--- config.mk ---
export PLATFORM = sky130hd
export DESIGN_NAME = cap_cmp_pwm_unit
export DESIGN_NICKNAME = d
export VERILOG_FILES = /design/src/hdl/end.v /design/src/hdl/capture_prescaler.v /design/src/hdl/pwm_duty.v /design/src/hdl/cap_cmp_pwm_unit.v
export VERILOG_INCLUDE_DIRS = /design/src /design/src/hdl
export SDC_FILE = /design/constraint.sdc
export NUM_CORES = 1
export LEC_CHECK = 0
export BUFFER_PORTS_ARGS = -buffer_cell sky130_fd_sc_hd__buf_2
export CORE_MARGIN = 5
export CORE_UTILIZATION = 29
export DETAILED_ROUTE_END_ITERATION = 6
export PLACE_DENSITY = 0.53
export SLEW_MARGIN = 20
export SYNTH_ARGS = -nofsm -noshare
export SYNTH_HDL_FRONTEND = slang
export SYNTH_SLANG_ARGS = --single-unit
--- constraint.sdc ---
create_clock -name SYS_CLK -period 1.9 [get_ports SYS_CLK]
set_input_delay 0.095 -clock SYS_CLK [delete_from_list [all_inputs] [get_ports SYS_CLK]]
set_output_delay 0.095 -clock SYS_CLK [all_outputs]
set_load 0.05 [all_outputs]
--- src/hdl/ccp_map.vh ---
// Register offsets, field positions, mode codes and reset values of the unit
`ifndef CCP_MAP_VH
`define CCP_MAP_VH
// ****************************************
// Register offsets
// ****************************************
`define OFS_VALUE_LOW 8'h15
`define OFS_VALUE_HIGH 8'h16
`define OFS_CONTROL 8'h17
`define OFS_IRQ_STATUS 8'h18
`define OFS_IRQ_MASK 8'h19
// ****************************************
// Control fields
// ****************************************
`define CTL_MODE_LSB 0
`define CTL_MODE_MSB 3
`define CTL_DUTY_BIT_0 4
`define CTL_DUTY_BIT_1 5
`define CTL_WRITE_MASK 8'h3F
`define CTL_RESET 8'h00
// ****************************************
// Mode codes
// ****************************************
`define MODE_OFF 4'h0
`define MODE_CAP_FALL 4'h4
`define MODE_CAP_RISE 4'h5
`define MODE_CAP_RISE4 4'h6
`define MODE_CAP_RISE16 4'h7
`define MODE_CMP_SET 4'h8
`define MODE_CMP_CLEAR 4'h9
`define MODE_CMP_SOFT 4'hA
`define MODE_CMP_TRIG 4'hB
// ****************************************
// Interrupt status bits and other positions
// ****************************************
`define IRQ_CAPTURE 0
`define IRQ_COMPARE 1
`define IRQ_PWM_PERIOD 2
`define IRQ_BITS 3
`define IRQ_RESET 3'h0
`define CFG_ROUTE_BIT 12
`define VALUE_RESET 8'h00
`endif

--- src/hdl/end.v ---
`timescale 1ns/1ps

--- src/hdl/capture_prescaler.v ---
// Capture edge detector with 1, 4 or 16 rising edge prescaler
`timescale 1ns/1ps
`default_nettype none
module capture_prescaler (
    input wire clk,
    input wire rst_n,
    input wire clear,
    input wire pin,
    input wire [1:0] sel,
    output reg event_q
);
    reg pin_q;
    reg [3:0] count_q;
    wire rise;
    wire fall;
    reg hit;

    assign rise = pin & ~pin_q;
    assign fall = ~pin & pin_q;

    // Select which edge or edge count makes an event
    always @* begin
        case (sel)
            2'h0: hit = fall;
            2'h1: hit = rise;
            2'h2: hit = rise & (count_q[1:0] == 2'h3);
            default: hit = rise & (count_q == 4'hF);
        endcase
    end

    // Counter cleared whenever capture is off, so capture entered from another kind of mode starts at zero;
    // the pin sample keeps tracking, so a pin already high gives no false edge
    always @(posedge clk) begin
        if (!rst_n) begin
            pin_q <= 1'b0;
        end else begin
            pin_q <= pin;
        end
        if (!rst_n || clear) begin
            count_q <= 4'h0;
            event_q <= 1'b0;
        end else begin
            event_q <= hit;
            if (rise) begin
                count_q <= count_q + 4'h1;
            end
        end
    end
endmodule // capture_prescaler
`default_nettype wire

--- src/hdl/pwm_duty.v ---
// Ten bit duty comparator against the period timer
`timescale 1ns/1ps
`default_nettype none
module pwm_duty (
    input wire clk,
    input wire rst_n,
    input wire enable,
    input wire [9:0] duty,
    input wire [7:0] count,
    input wire [1:0] phase,
    input wire wrap,
    output reg pwm_q
);
    reg [9:0] duty_q;

    // Duty is latched only at the period edge to avoid glitched pulses
    always @(posedge clk) begin
        if (!rst_n || !enable) begin
            duty_q <= 10'h000;
            pwm_q <= 1'b0;
        end else if (wrap) begin
            duty_q <= duty;
            pwm_q <= (duty != 10'h000);
        end else begin
            pwm_q <= ({count, phase} < duty_q);
        end
    end
endmodule // pwm_duty
`default_nettype wire

--- src/hdl/cap_cmp_pwm_unit.v ---
// Capture, compare and PWM unit with register port and interrupt
`timescale 1ns/1ps
`default_nettype none
`include "ccp_map.vh"
module cap_cmp_pwm_unit (
    input wire SYS_CLK,
    input wire RST_B,
    input wire [7:0] REG_ADDR,
    input wire [7:0] REG_WDATA,
    input wire REG_WR,
    input wire REG_RD,
    output reg [7:0] REG_RDATA,
    input wire [15:0] WIDE_TIMER_COUNT,
    input wire [7:0] PERIOD_TIMER_COUNT,
    input wire [1:0] PERIOD_TIMER_PHASE,
    input wire PERIOD_TIMER_WRAP,
    input wire ADC_ENABLED,
    input wire [13:0] CONFIG_WORD,
    input wire PORT_PIN_A_IN,
    input wire PORT_PIN_B_IN,
    output reg PORT_PIN_A_OUT,
    output reg PORT_PIN_A_OE,
    output reg PORT_PIN_B_OUT,
    output reg PORT_PIN_B_OE,
    output reg WIDE_TIMER_RESET,
    output reg WIDE_TIMER_RESET_NO_OVF,
    output reg ADC_START,
    output reg UNIT_IRQ_FLAG,
    output reg IRQ
);
    // ****************************************
    // Mode decoding
    // ****************************************
    // One-hot kind of the current mode
    localparam [3:0] K_OFF = 4'b0001;
    localparam [3:0] K_CAPTURE = 4'b0010;
    localparam [3:0] K_COMPARE = 4'b0100;
    localparam [3:0] K_PWM = 4'b1000;

    // Map a mode field to its one-hot kind; unused codes act as off
    function [3:0] mode_kind;
        input [3:0] m;
        begin
            if (m[3:2] == 2'b11) begin
                mode_kind = K_PWM;
            end else if (m[3:2] == 2'b10) begin
                mode_kind = K_COMPARE;
            end else if (m[3:2] == 2'b01) begin
                mode_kind = K_CAPTURE;
            end else begin
                mode_kind = K_OFF;
            end
        end
    endfunction

    // Address match, shared by the write strobes and the read mux
    function addr_is;
        input [7:0] a;
        input [7:0] ofs;
        begin
            addr_is = (a == ofs);
        end
    endfunction

    // ****************************************
    // Registers
    // ****************************************
    // Software visible state and pipeline flops
    reg [7:0] value_low_q;
    reg [7:0] value_high_q;
    reg [5:0] control_q;
    reg [`IRQ_BITS-1:0] status_q;
    reg [`IRQ_BITS-1:0] status_d;
    reg [`IRQ_BITS-1:0] mask_q;
    reg route_q;
    reg route_loaded_q;
    reg match_q;
    reg latch_q;
    reg [7:0] rdata_d;

    // Decoded mode, event and strobe nets
    wire [3:0] mode;
    wire [3:0] kind;
    wire capture_event;
    wire pwm_level;
    wire unit_pin_in;
    wire match;
    wire match_event;
    wire [15:0] value;
    wire wr_low;
    wire wr_high;
    wire wr_ctl;
    wire wr_status;
    wire wr_mask;

    // Terms shared by the capture, trigger and pin paths
    wire cap_hit;
    wire trig_event;
    wire drive_pin;
    wire pin_level;
    wire [7:0] ctl_reset_full;

    // Mode field and the value register as one word
    assign mode = control_q[`CTL_MODE_MSB:`CTL_MODE_LSB];
    assign kind = mode_kind(mode);
    assign value = {value_high_q, value_low_q};
    // Reset image of the control register; only its low six bits exist
    assign ctl_reset_full = `CTL_RESET;

    // One write strobe per mapped register
    assign wr_low = REG_WR && addr_is(REG_ADDR, `OFS_VALUE_LOW);
    assign wr_high = REG_WR && addr_is(REG_ADDR, `OFS_VALUE_HIGH);
    assign wr_ctl = REG_WR && addr_is(REG_ADDR, `OFS_CONTROL);
    assign wr_status = REG_WR && addr_is(REG_ADDR, `OFS_IRQ_STATUS);
    assign wr_mask = REG_WR && addr_is(REG_ADDR, `OFS_IRQ_MASK);

    // ****************************************
    // Pin routing strap
    // ****************************************
    // Configuration bit is caught once after reset release, not under reset
    always @(posedge SYS_CLK) begin
        if (!RST_B) begin
            route_loaded_q <= 1'b0;
            route_q <= 1'b0;
        end else if (!route_loaded_q) begin
            route_loaded_q <= 1'b1;
            route_q <= CONFIG_WORD[`CFG_ROUTE_BIT];
        end
    end

    // The port pin that is not routed is ignored by the capture logic
    assign unit_pin_in = route_q ? PORT_PIN_B_IN : PORT_PIN_A_IN;

    // ****************************************
    // Capture path
    // ****************************************
    // Prescaler is held clear outside capture, so entering capture restarts the count; a change between capture modes keeps it
    capture_prescaler u_capture (
        .clk(SYS_CLK),
        .rst_n(RST_B),
        .clear(kind != K_CAPTURE),
        .pin(unit_pin_in),
        .sel(mode[1:0]),
        .event_q(capture_event)
    );

    // An event only counts while capture is still selected
    assign cap_hit = capture_event && (kind == K_CAPTURE);

    // ****************************************
    // Compare path
    // ****************************************
    // Compare runs against the wide timer every cycle
    assign match = (kind == K_COMPARE) && (WIDE_TIMER_COUNT == value);
    // One action per match, even if the timer dwells on the value
    assign match_event = match && !match_q;
    // Special event trigger fires on that same single match
    assign trig_event = match_event && (mode == `MODE_CMP_TRIG);

    // Compare output latch; forced low whenever the unit is off
    always @(posedge SYS_CLK) begin
        if (!RST_B || kind == K_OFF) begin
            match_q <= 1'b0;
            latch_q <= 1'b0;
        end else begin
            match_q <= match;
            // Soft interrupt and trigger codes leave the latch alone
            if (match_event && mode == `MODE_CMP_SET) begin
                latch_q <= 1'b1;
            end else if (match_event && mode == `MODE_CMP_CLEAR) begin
                latch_q <= 1'b0;
            end
        end
    end

    // Special event trigger outputs, single cycle pulses
    always @(posedge SYS_CLK) begin
        if (!RST_B) begin
            WIDE_TIMER_RESET <= 1'b0;
            WIDE_TIMER_RESET_NO_OVF <= 1'b0;
            ADC_START <= 1'b0;
        end else begin
            WIDE_TIMER_RESET <= trig_event;
            // Tells the timer this reset is no overflow
            WIDE_TIMER_RESET_NO_OVF <= trig_event;
            ADC_START <= trig_event && ADC_ENABLED;
        end
    end

    // ****************************************
    // PWM path
    // ****************************************
    // Duty takes effect at the next period wrap, never in mid-period
    // Period wraps also raise a status bit in the interrupt block
    pwm_duty u_pwm (
        .clk(SYS_CLK),
        .rst_n(RST_B),
        .enable(kind == K_PWM),
        .duty({value_low_q, control_q[`CTL_DUTY_BIT_1], control_q[`CTL_DUTY_BIT_0]}),
        .count(PERIOD_TIMER_COUNT),
        .phase(PERIOD_TIMER_PHASE),
        .wrap(PERIOD_TIMER_WRAP),
        .pwm_q(pwm_level)
    );

    // ****************************************
    // Register writes
    // ****************************************
    // Control register; unimplemented bits 7 and 6 are never stored
    always @(posedge SYS_CLK) begin
        if (!RST_B) begin
            control_q <= ctl_reset_full[5:0];
            mask_q <= `IRQ_RESET;
        end else begin
            if (wr_ctl) begin
                control_q <= REG_WDATA[5:0];
            end
            if (wr_mask) begin
                mask_q <= REG_WDATA[`IRQ_BITS-1:0];
            end
        end
    end

    // Value bytes; a capture beats a software write in the same cycle
    always @(posedge SYS_CLK) begin
        if (!RST_B) begin
            value_low_q <= `VALUE_RESET;
            value_high_q <= `VALUE_RESET;
        end else if (cap_hit) begin
            value_low_q <= WIDE_TIMER_COUNT[7:0];
            value_high_q <= WIDE_TIMER_COUNT[15:8];
        end else begin
            // Written bytes are independent; only a capture latches the pair together
            if (wr_low) begin
                value_low_q <= REG_WDATA;
            end
            if (wr_high) begin
                value_high_q <= REG_WDATA;
            end
        end
    end

    // ****************************************
    // Interrupt status
    // ****************************************
    // Write one to clear; a new event in the same cycle keeps its bit set
    always @* begin
        status_d = status_q;
        if (wr_status) begin
            status_d = status_q & ~REG_WDATA[`IRQ_BITS-1:0];
        end
        // Events come after the clear so that a set in the same cycle wins
        if (cap_hit) begin
            status_d[`IRQ_CAPTURE] = 1'b1;
        end
        if (match_event) begin
            status_d[`IRQ_COMPARE] = 1'b1;
        end
        if (PERIOD_TIMER_WRAP && kind == K_PWM) begin
            status_d[`IRQ_PWM_PERIOD] = 1'b1;
        end
    end

    // Interrupt outputs follow the next status, so they rise with the bit
    always @(posedge SYS_CLK) begin
        if (!RST_B) begin
            status_q <= `IRQ_RESET;
            UNIT_IRQ_FLAG <= 1'b0;
            IRQ <= 1'b0;
        end else begin
            status_q <= status_d;
            UNIT_IRQ_FLAG <= status_d[`IRQ_CAPTURE] | status_d[`IRQ_COMPARE];
            IRQ <= |(status_d & mask_q);
        end
    end

    // ****************************************
    // Pin drive
    // ****************************************
    // Pin is an output only in compare and PWM; capture needs it as an input
    assign drive_pin = (kind == K_COMPARE) || (kind == K_PWM);
    // Compare latch or PWM level, whichever mode owns the pin
    assign pin_level = (kind == K_PWM) ? pwm_level : latch_q;

    // Only the routed pin is driven; both outputs carry the same level
    always @(posedge SYS_CLK) begin
        if (!RST_B) begin
            PORT_PIN_A_OUT <= 1'b0;
            PORT_PIN_A_OE <= 1'b0;
            PORT_PIN_B_OUT <= 1'b0;
            PORT_PIN_B_OE <= 1'b0;
        end else begin
            PORT_PIN_A_OUT <= pin_level;
            PORT_PIN_B_OUT <= pin_level;
            PORT_PIN_A_OE <= !route_q && drive_pin;
            PORT_PIN_B_OE <= route_q && drive_pin;
        end
    end

    // ****************************************
    // Register reads
    // ****************************************
    // Unmapped addresses read as zero
    always @* begin
        rdata_d = 8'h00;
        if (addr_is(REG_ADDR, `OFS_VALUE_LOW)) begin
            rdata_d = value_low_q;
        end else if (addr_is(REG_ADDR, `OFS_VALUE_HIGH)) begin
            rdata_d = value_high_q;
        end else if (addr_is(REG_ADDR, `OFS_CONTROL)) begin
            rdata_d = {2'b00, control_q};
        end else if (addr_is(REG_ADDR, `OFS_IRQ_STATUS)) begin
            rdata_d = {5'h00, status_q};
        end else if (addr_is(REG_ADDR, `OFS_IRQ_MASK)) begin
            rdata_d = {5'h00, mask_q};
        end
    end

    // Read data stands one cycle after the strobe, zero otherwise
    always @(posedge SYS_CLK) begin
        if (!RST_B) begin
            REG_RDATA <= 8'h00;
        end else if (REG_RD) begin
            REG_RDATA <= rdata_d;
        end else begin
            REG_RDATA <= 8'h00;
        end
    end
endmodule // cap_cmp_pwm_unit
`default_nettype wire

Word level (Yosys, flattened, before mapping) --
Cells that the tools add are included.
Storage, ports and cells: register bits after elaboration 64, input bits 64, output and inout port bits 17
Cells by class: add/sub/neg operators 1, $lt $le $gt $ge 1, eq/ne operators 21, muxes and demuxes 23, bitwise gates (word level) 10, reductions and logical operators 30
Operator list (number):
- $mux W8 | 6
- $eq A8 B5 Y1 const B | 5
- $eq A4 B4 Y1 const B | 5
- $eq A16 B16 Y1 | 1
- $logic_and A1 B1 Y1 | 15
- $mux W3 | 4
- $lt A10 B10 Y1 | 1
- $reduce_bool A10 Y1 | 1
- $mux W1 | 9
- $eq A2 B2 Y1 const B | 4
- $and A3 B3 Y3 | 2
- $mux W6 | 1
- $reduce_bool A2 Y1 | 3
- $add A4 B1 Y4 const B | 1
- $and A1 B1 Y1 | 4
- $eq A2 B1 Y1 const B | 2
- $eq A4 B1 Y1 const B | 1
- $eq A4 B2 Y1 const B | 1
- $eq A4 B3 Y1 const B | 1
- $logic_not A1 Y1 | 4
- $logic_or A1 B1 Y1 | 4
- $mux W4 | 1
- $ne A4 B2 Y1 const B | 1
- $not A3 Y3 | 1
- 7 further kinds | 8

Depth between registers and ports, before layout --
depth after elaboration 10, mapped depth 7, gate-level depth less buffers 7

Hierarchy --
Synthesis repeated with hierarchy kept, for this count alone.
Unflattened totals: cells, all modules 333, area total of the unflattened synthesis 3176.8 µm²
By module, submodules not included:
- cap_cmp_pwm_unit | instances 1, cells an instance 236, area each 2268.4 µm², seq. area each 940.9 µm²
- pwm_duty | instances 1, cells an instance 70, area each 640.6 µm², seq. area each 220.2 µm²
- capture_prescaler | instances 1, cells an instance 27, area each 267.8 µm², seq. area each 120.1 µm²

Worst setup path before layout --
Ideal clock, no wire load.
kind register -> register, from register value_low_q[4], to register latch_q, setup time 123 ps, arrival time 1517 ps, slack 259 ps, stages on the path, launching flop included 6, buffers on the path 0, path through dfxtp_1 -> xor2_1 -> nor4_2 -> nand4b_2 -> nor4_2 -> mux2_1
Between the ends: longest elaborated chain between the ends 5, elaborated cells between the ends (all ways) 7, classes of those cells eq/ne (1); mux (1); reduce/logical (5)
RTL lines:
- from (decl) | RTL line cap_cmp_pwm_unit.v:69 | reg [7:0] value_low_q;
- from (signal assigned) | RTL line cap_cmp_pwm_unit.v:227 | value_low_q <= `VALUE_RESET;
- from (signal assigned) | RTL line cap_cmp_pwm_unit.v:230 | value_low_q <= WIDE_TIMER_COUNT[7:0];
- $eq A16 B16 Y1 (*) | RTL line cap_cmp_pwm_unit.v:154 | assign match = (kind == K_COMPARE) && (WIDE_TIMER_COUNT == value);
- $logic_and A1 B1 Y1 (*) | RTL line cap_cmp_pwm_unit.v:154
- $logic_and A1 B1 Y1 (*) | RTL line cap_cmp_pwm_unit.v:156 | assign match_event = match && !match_q;
- $logic_and A1 B1 Y1 (no source line)
- $mux W1 / $reduce_bool A2 Y1 (equally long branches)
- to (signal assigned) | RTL line cap_cmp_pwm_unit.v:164 | latch_q <= 1'b0;
- to (signal assigned) | RTL line cap_cmp_pwm_unit.v:169 | latch_q <= 1'b1;
- to (signal assigned) | RTL line cap_cmp_pwm_unit.v:171 | latch_q <= 1'b0;
- to (decl) | RTL line cap_cmp_pwm_unit.v:78 | reg latch_q;
Mark *: on every way between the ends. The rest lies on a longest branch, timed or not. A chain may end at the register's enable or synchronous reset.

Worst setup path after layout --
from register value_low_q[6], to register latch_q
Same word-level chain as after synthesis.

==> results.cfg <==
[critical_path]
end_kind = register
critical_path_class = register to register
crit_arrival_ns = 2.07
cp.required_ns = 2.13
critical_path_peak_fanout = 2
cpMostUsedCell = nor4_2
slowest_stage = nor4_2
crit_buf_inv = 1
cp_top_family = simple AND/OR/NAND/NOR gates
crit_path_cell_trace = xor2_2, nor4_2, buf_4, nand3b_1, nor4_2, mux2_1
cpPeakStageDelay_ns = 0.34
startpoint_type = register

[sta]
min_period_over_period_pct = 96.5
setup_viol_count_final = 0
rsz0062_at_grt = true
fin_ws_ns = 0.0658
slew_violations = 0
min_period_ns = 1.83
hold_violations = 0
max_freq_ghz = 0.545
worst_pin_slew_ns = 0.480
relSlewSlack_pct = 68.0
finalClockSkew_ns = 0.00678

[yosys]
yosys.area.top_type = dfxtp_1
synth-main-ff-cell = dfxtp_1
syn_nets = 410
yosys_warnings = 0
synth_seq_cells = 64
async_reset_ff_share_pct = 0
syn_area_sq_um = 3130
netlist_instances = 336
yosysTopAreaCellShare_pct = 40.9
ys_types = 46
synth_edf_count = 0
synthTopCellsByArea = dfxtp_1, mux2i_1, nor2_1
syn_area_per_cell_sq_um = 9.33
yosysSeqAreaShare_pct = 40.9

[floorplan]
core-area_sq_um = 10700
io_pins = 81
num_rows = 38
die_area_sq_um = 13000
start_util_pct = 29.3
die_y_microns = 114
chipWidth_microns = 114

[clock_network]
numClockSinks = 64
clk-insertion-delay-late_ns = 0.35
cts_made_buffers = 9
post_cts_buffers = 0
clk_pin_slew_worst_paths_ns = 0.07
cts_tree = done
clk_path_buf_depth = 2
htreeDepth = 3
cts_root_buffer = clkbuf_8

[routing]
vias = 2618
post-route-drc-count = 0
drt-initial-drc-count = 103
wl_per_cell_microns = 14.8
vias_per_cell = 4.70
antenna_left = 0
dr.pass1.iters = 4
wl_mm = 8.23

[min_path]
hold_path.class = primary input to register

[grt]
grt_usage_pct = 13.1
grt_pass1_vias = 2587
gr-total-overflow = 0
antenna_found_initial = 0
grt_max_degree = 33
grt_pass1_wl_mm = 13.2

[layout]
layout_common_cells = buf_2, dfxtp_1, mux2i_1
final_util_pct = 36.6
drive_gt1_share_pct = 27.8
insertedDiodeCount = 0
fin_nets = 486
design_area_sq_um = 3910
layout_commonest_cell = buf_2
area_delta_synth_final_pct = 24.9

[job]
max_cap_violations = 0

[placement]
dpl_cell_area_sq_um = 3670
pre_cts_slack_ns = 0.0273
io_buffers = 67
hpwl_mm = 6.26
place.gp.congestion = 0.804

[pwr]
p_per_area_nw_per_um2 = 705
leakagePower_nw = 1.75
ir_drop_v = 0.000318

[run_status]
status = finished clean
==> logic make-up (layout without fill, tap and decap cells) <==
| group | after synthesis | in the layout | synth area share (%) |
|---|---|---|---|
| flip-flops | 64 | 64 | 40.9 |
| XOR/XNOR | 19 | 19 | 5.31 |
| AND/OR/NAND/NOR | 95 | 95 | 16.9 |
| multiplexers | 47 | 47 | 15.2 |
| adder cells (fa/ha/maj) | 10 | 10 | 3.99 |
| buffers and inverters | 30 | 111 | 4.11 |
| AO/OA/AOI/OAI | 71 | 71 | 13.6 |
==> timing repair <==
| action | 4_1_cts | 5_1_grt |
|---|---|---|
| hold endpoints to repair | 2 | 0 |
| endpoints found under the setup margin | 0 | 3 |
| resized for setup | 0 | 4 |
| hold buffers | 2 | 0 |
==> power by group <==
part	switching, mW	leakage (nW)	internal, mW
logic	0.115	1.13	0.0894
clock network	0.535	0.101	0.672
registers	0.00326	0.517	1.35
total	0.653	1.75	2.11
==> worst register-to-register path, cell delays in order (launching register included) <==
cell	delay, ns
dfxtp_2	0.33
xor2_2	0.15
nor4_2	0.34
buf_4	0.17
nand3b_1	0.13
nor4_2	0.26
mux2_1	0.34
==> stage by stage <==
| stage | cells | hold slack, ns | setup TNS [ns] | power [mW] |
|---|---|---|---|---|
| detailed placement | 539 | 0.332 | 0 | 1.58 |
| finish | 557 | 0.0380 | 0 | 2.76 |
| floorplan | 336 | 0.123 | 0 | 1.48 |
| CTS | 557 | 0.0289 | 0 | 2.79 |
| global route | 557 | 0.0489 | -0.0162 | 2.87 |
| global placement | 539 | 0.324 | 0 | 1.58 |
==> area by class of cell <==
| cell class | count | area [sq um] |
|---|---|---|
| multi-input cells | 242 | 1740 |
| fillers | 1114 | 6780 |
| repair buffers | 83 | 460 |
| well taps | 140 | 175 |
| clock inverters | 5 | 55.1 |
| inverters | 12 | 45.0 |
| clock buffers | 11 | 151 |
| flip-flops and latches | 64 | 1280 |
==> worst paths after layout <==
path	start	cells after the start	endpoint	slack, ns
setup / recovery	value_low_q[6]$_SDFFE_PN0P_	6	latch_q$_SDFFE_PP0P_	0.07
hold / removal	REG_WDATA[5]	3	control_q[5]$_SDFFE_PN0P_	0.04
setup reg to reg	value_low_q[6]$_SDFFE_PN0P_	6	latch_q$_SDFFE_PP0P_	0.07
hold reg to reg	route_q$_SDFFE_PN0N_	1	PORT_PIN_A_OE$_SDFF_PN0_	0.48
==> cells in the mapped netlist (4+ instances only) <==
library cell,instances
nor2b_1,4
clkbuf_1,10
mux2_2,5
inv_1,12
nand3_1,5
mux2i_1,41
nor2_1,38
a21oi_1,23
nand2_1,17
nor4_1,5
dfxtp_1,64
a211oi_1,4
xnor2_1,5
and3_1,5
buf_2,4
ha_1,10
xor2_1,14
a22oi_1,5
o21ai_0,27
==> registers in the layout, indices dropped and copies added (netlist names), 3 cells and up <==
name and cells:
control_q 6, status_q 3, u_pwm.duty_q 10, u_capture.count_q 4, REG_RDATA 8, value_high_q 8, mask_q 3, value_low_q 8
==> routing by layer <==
layer	wire length [microns]	GRT usage (%)	vias up
li1	-	-	1333
met2	3630	19.7	70
met4	66	4.51	0
met3	600	3.24	5
met5	0	0	-
met1	3940	18.1	1210
No activity file was read; power rests on OpenSTA's default activity.
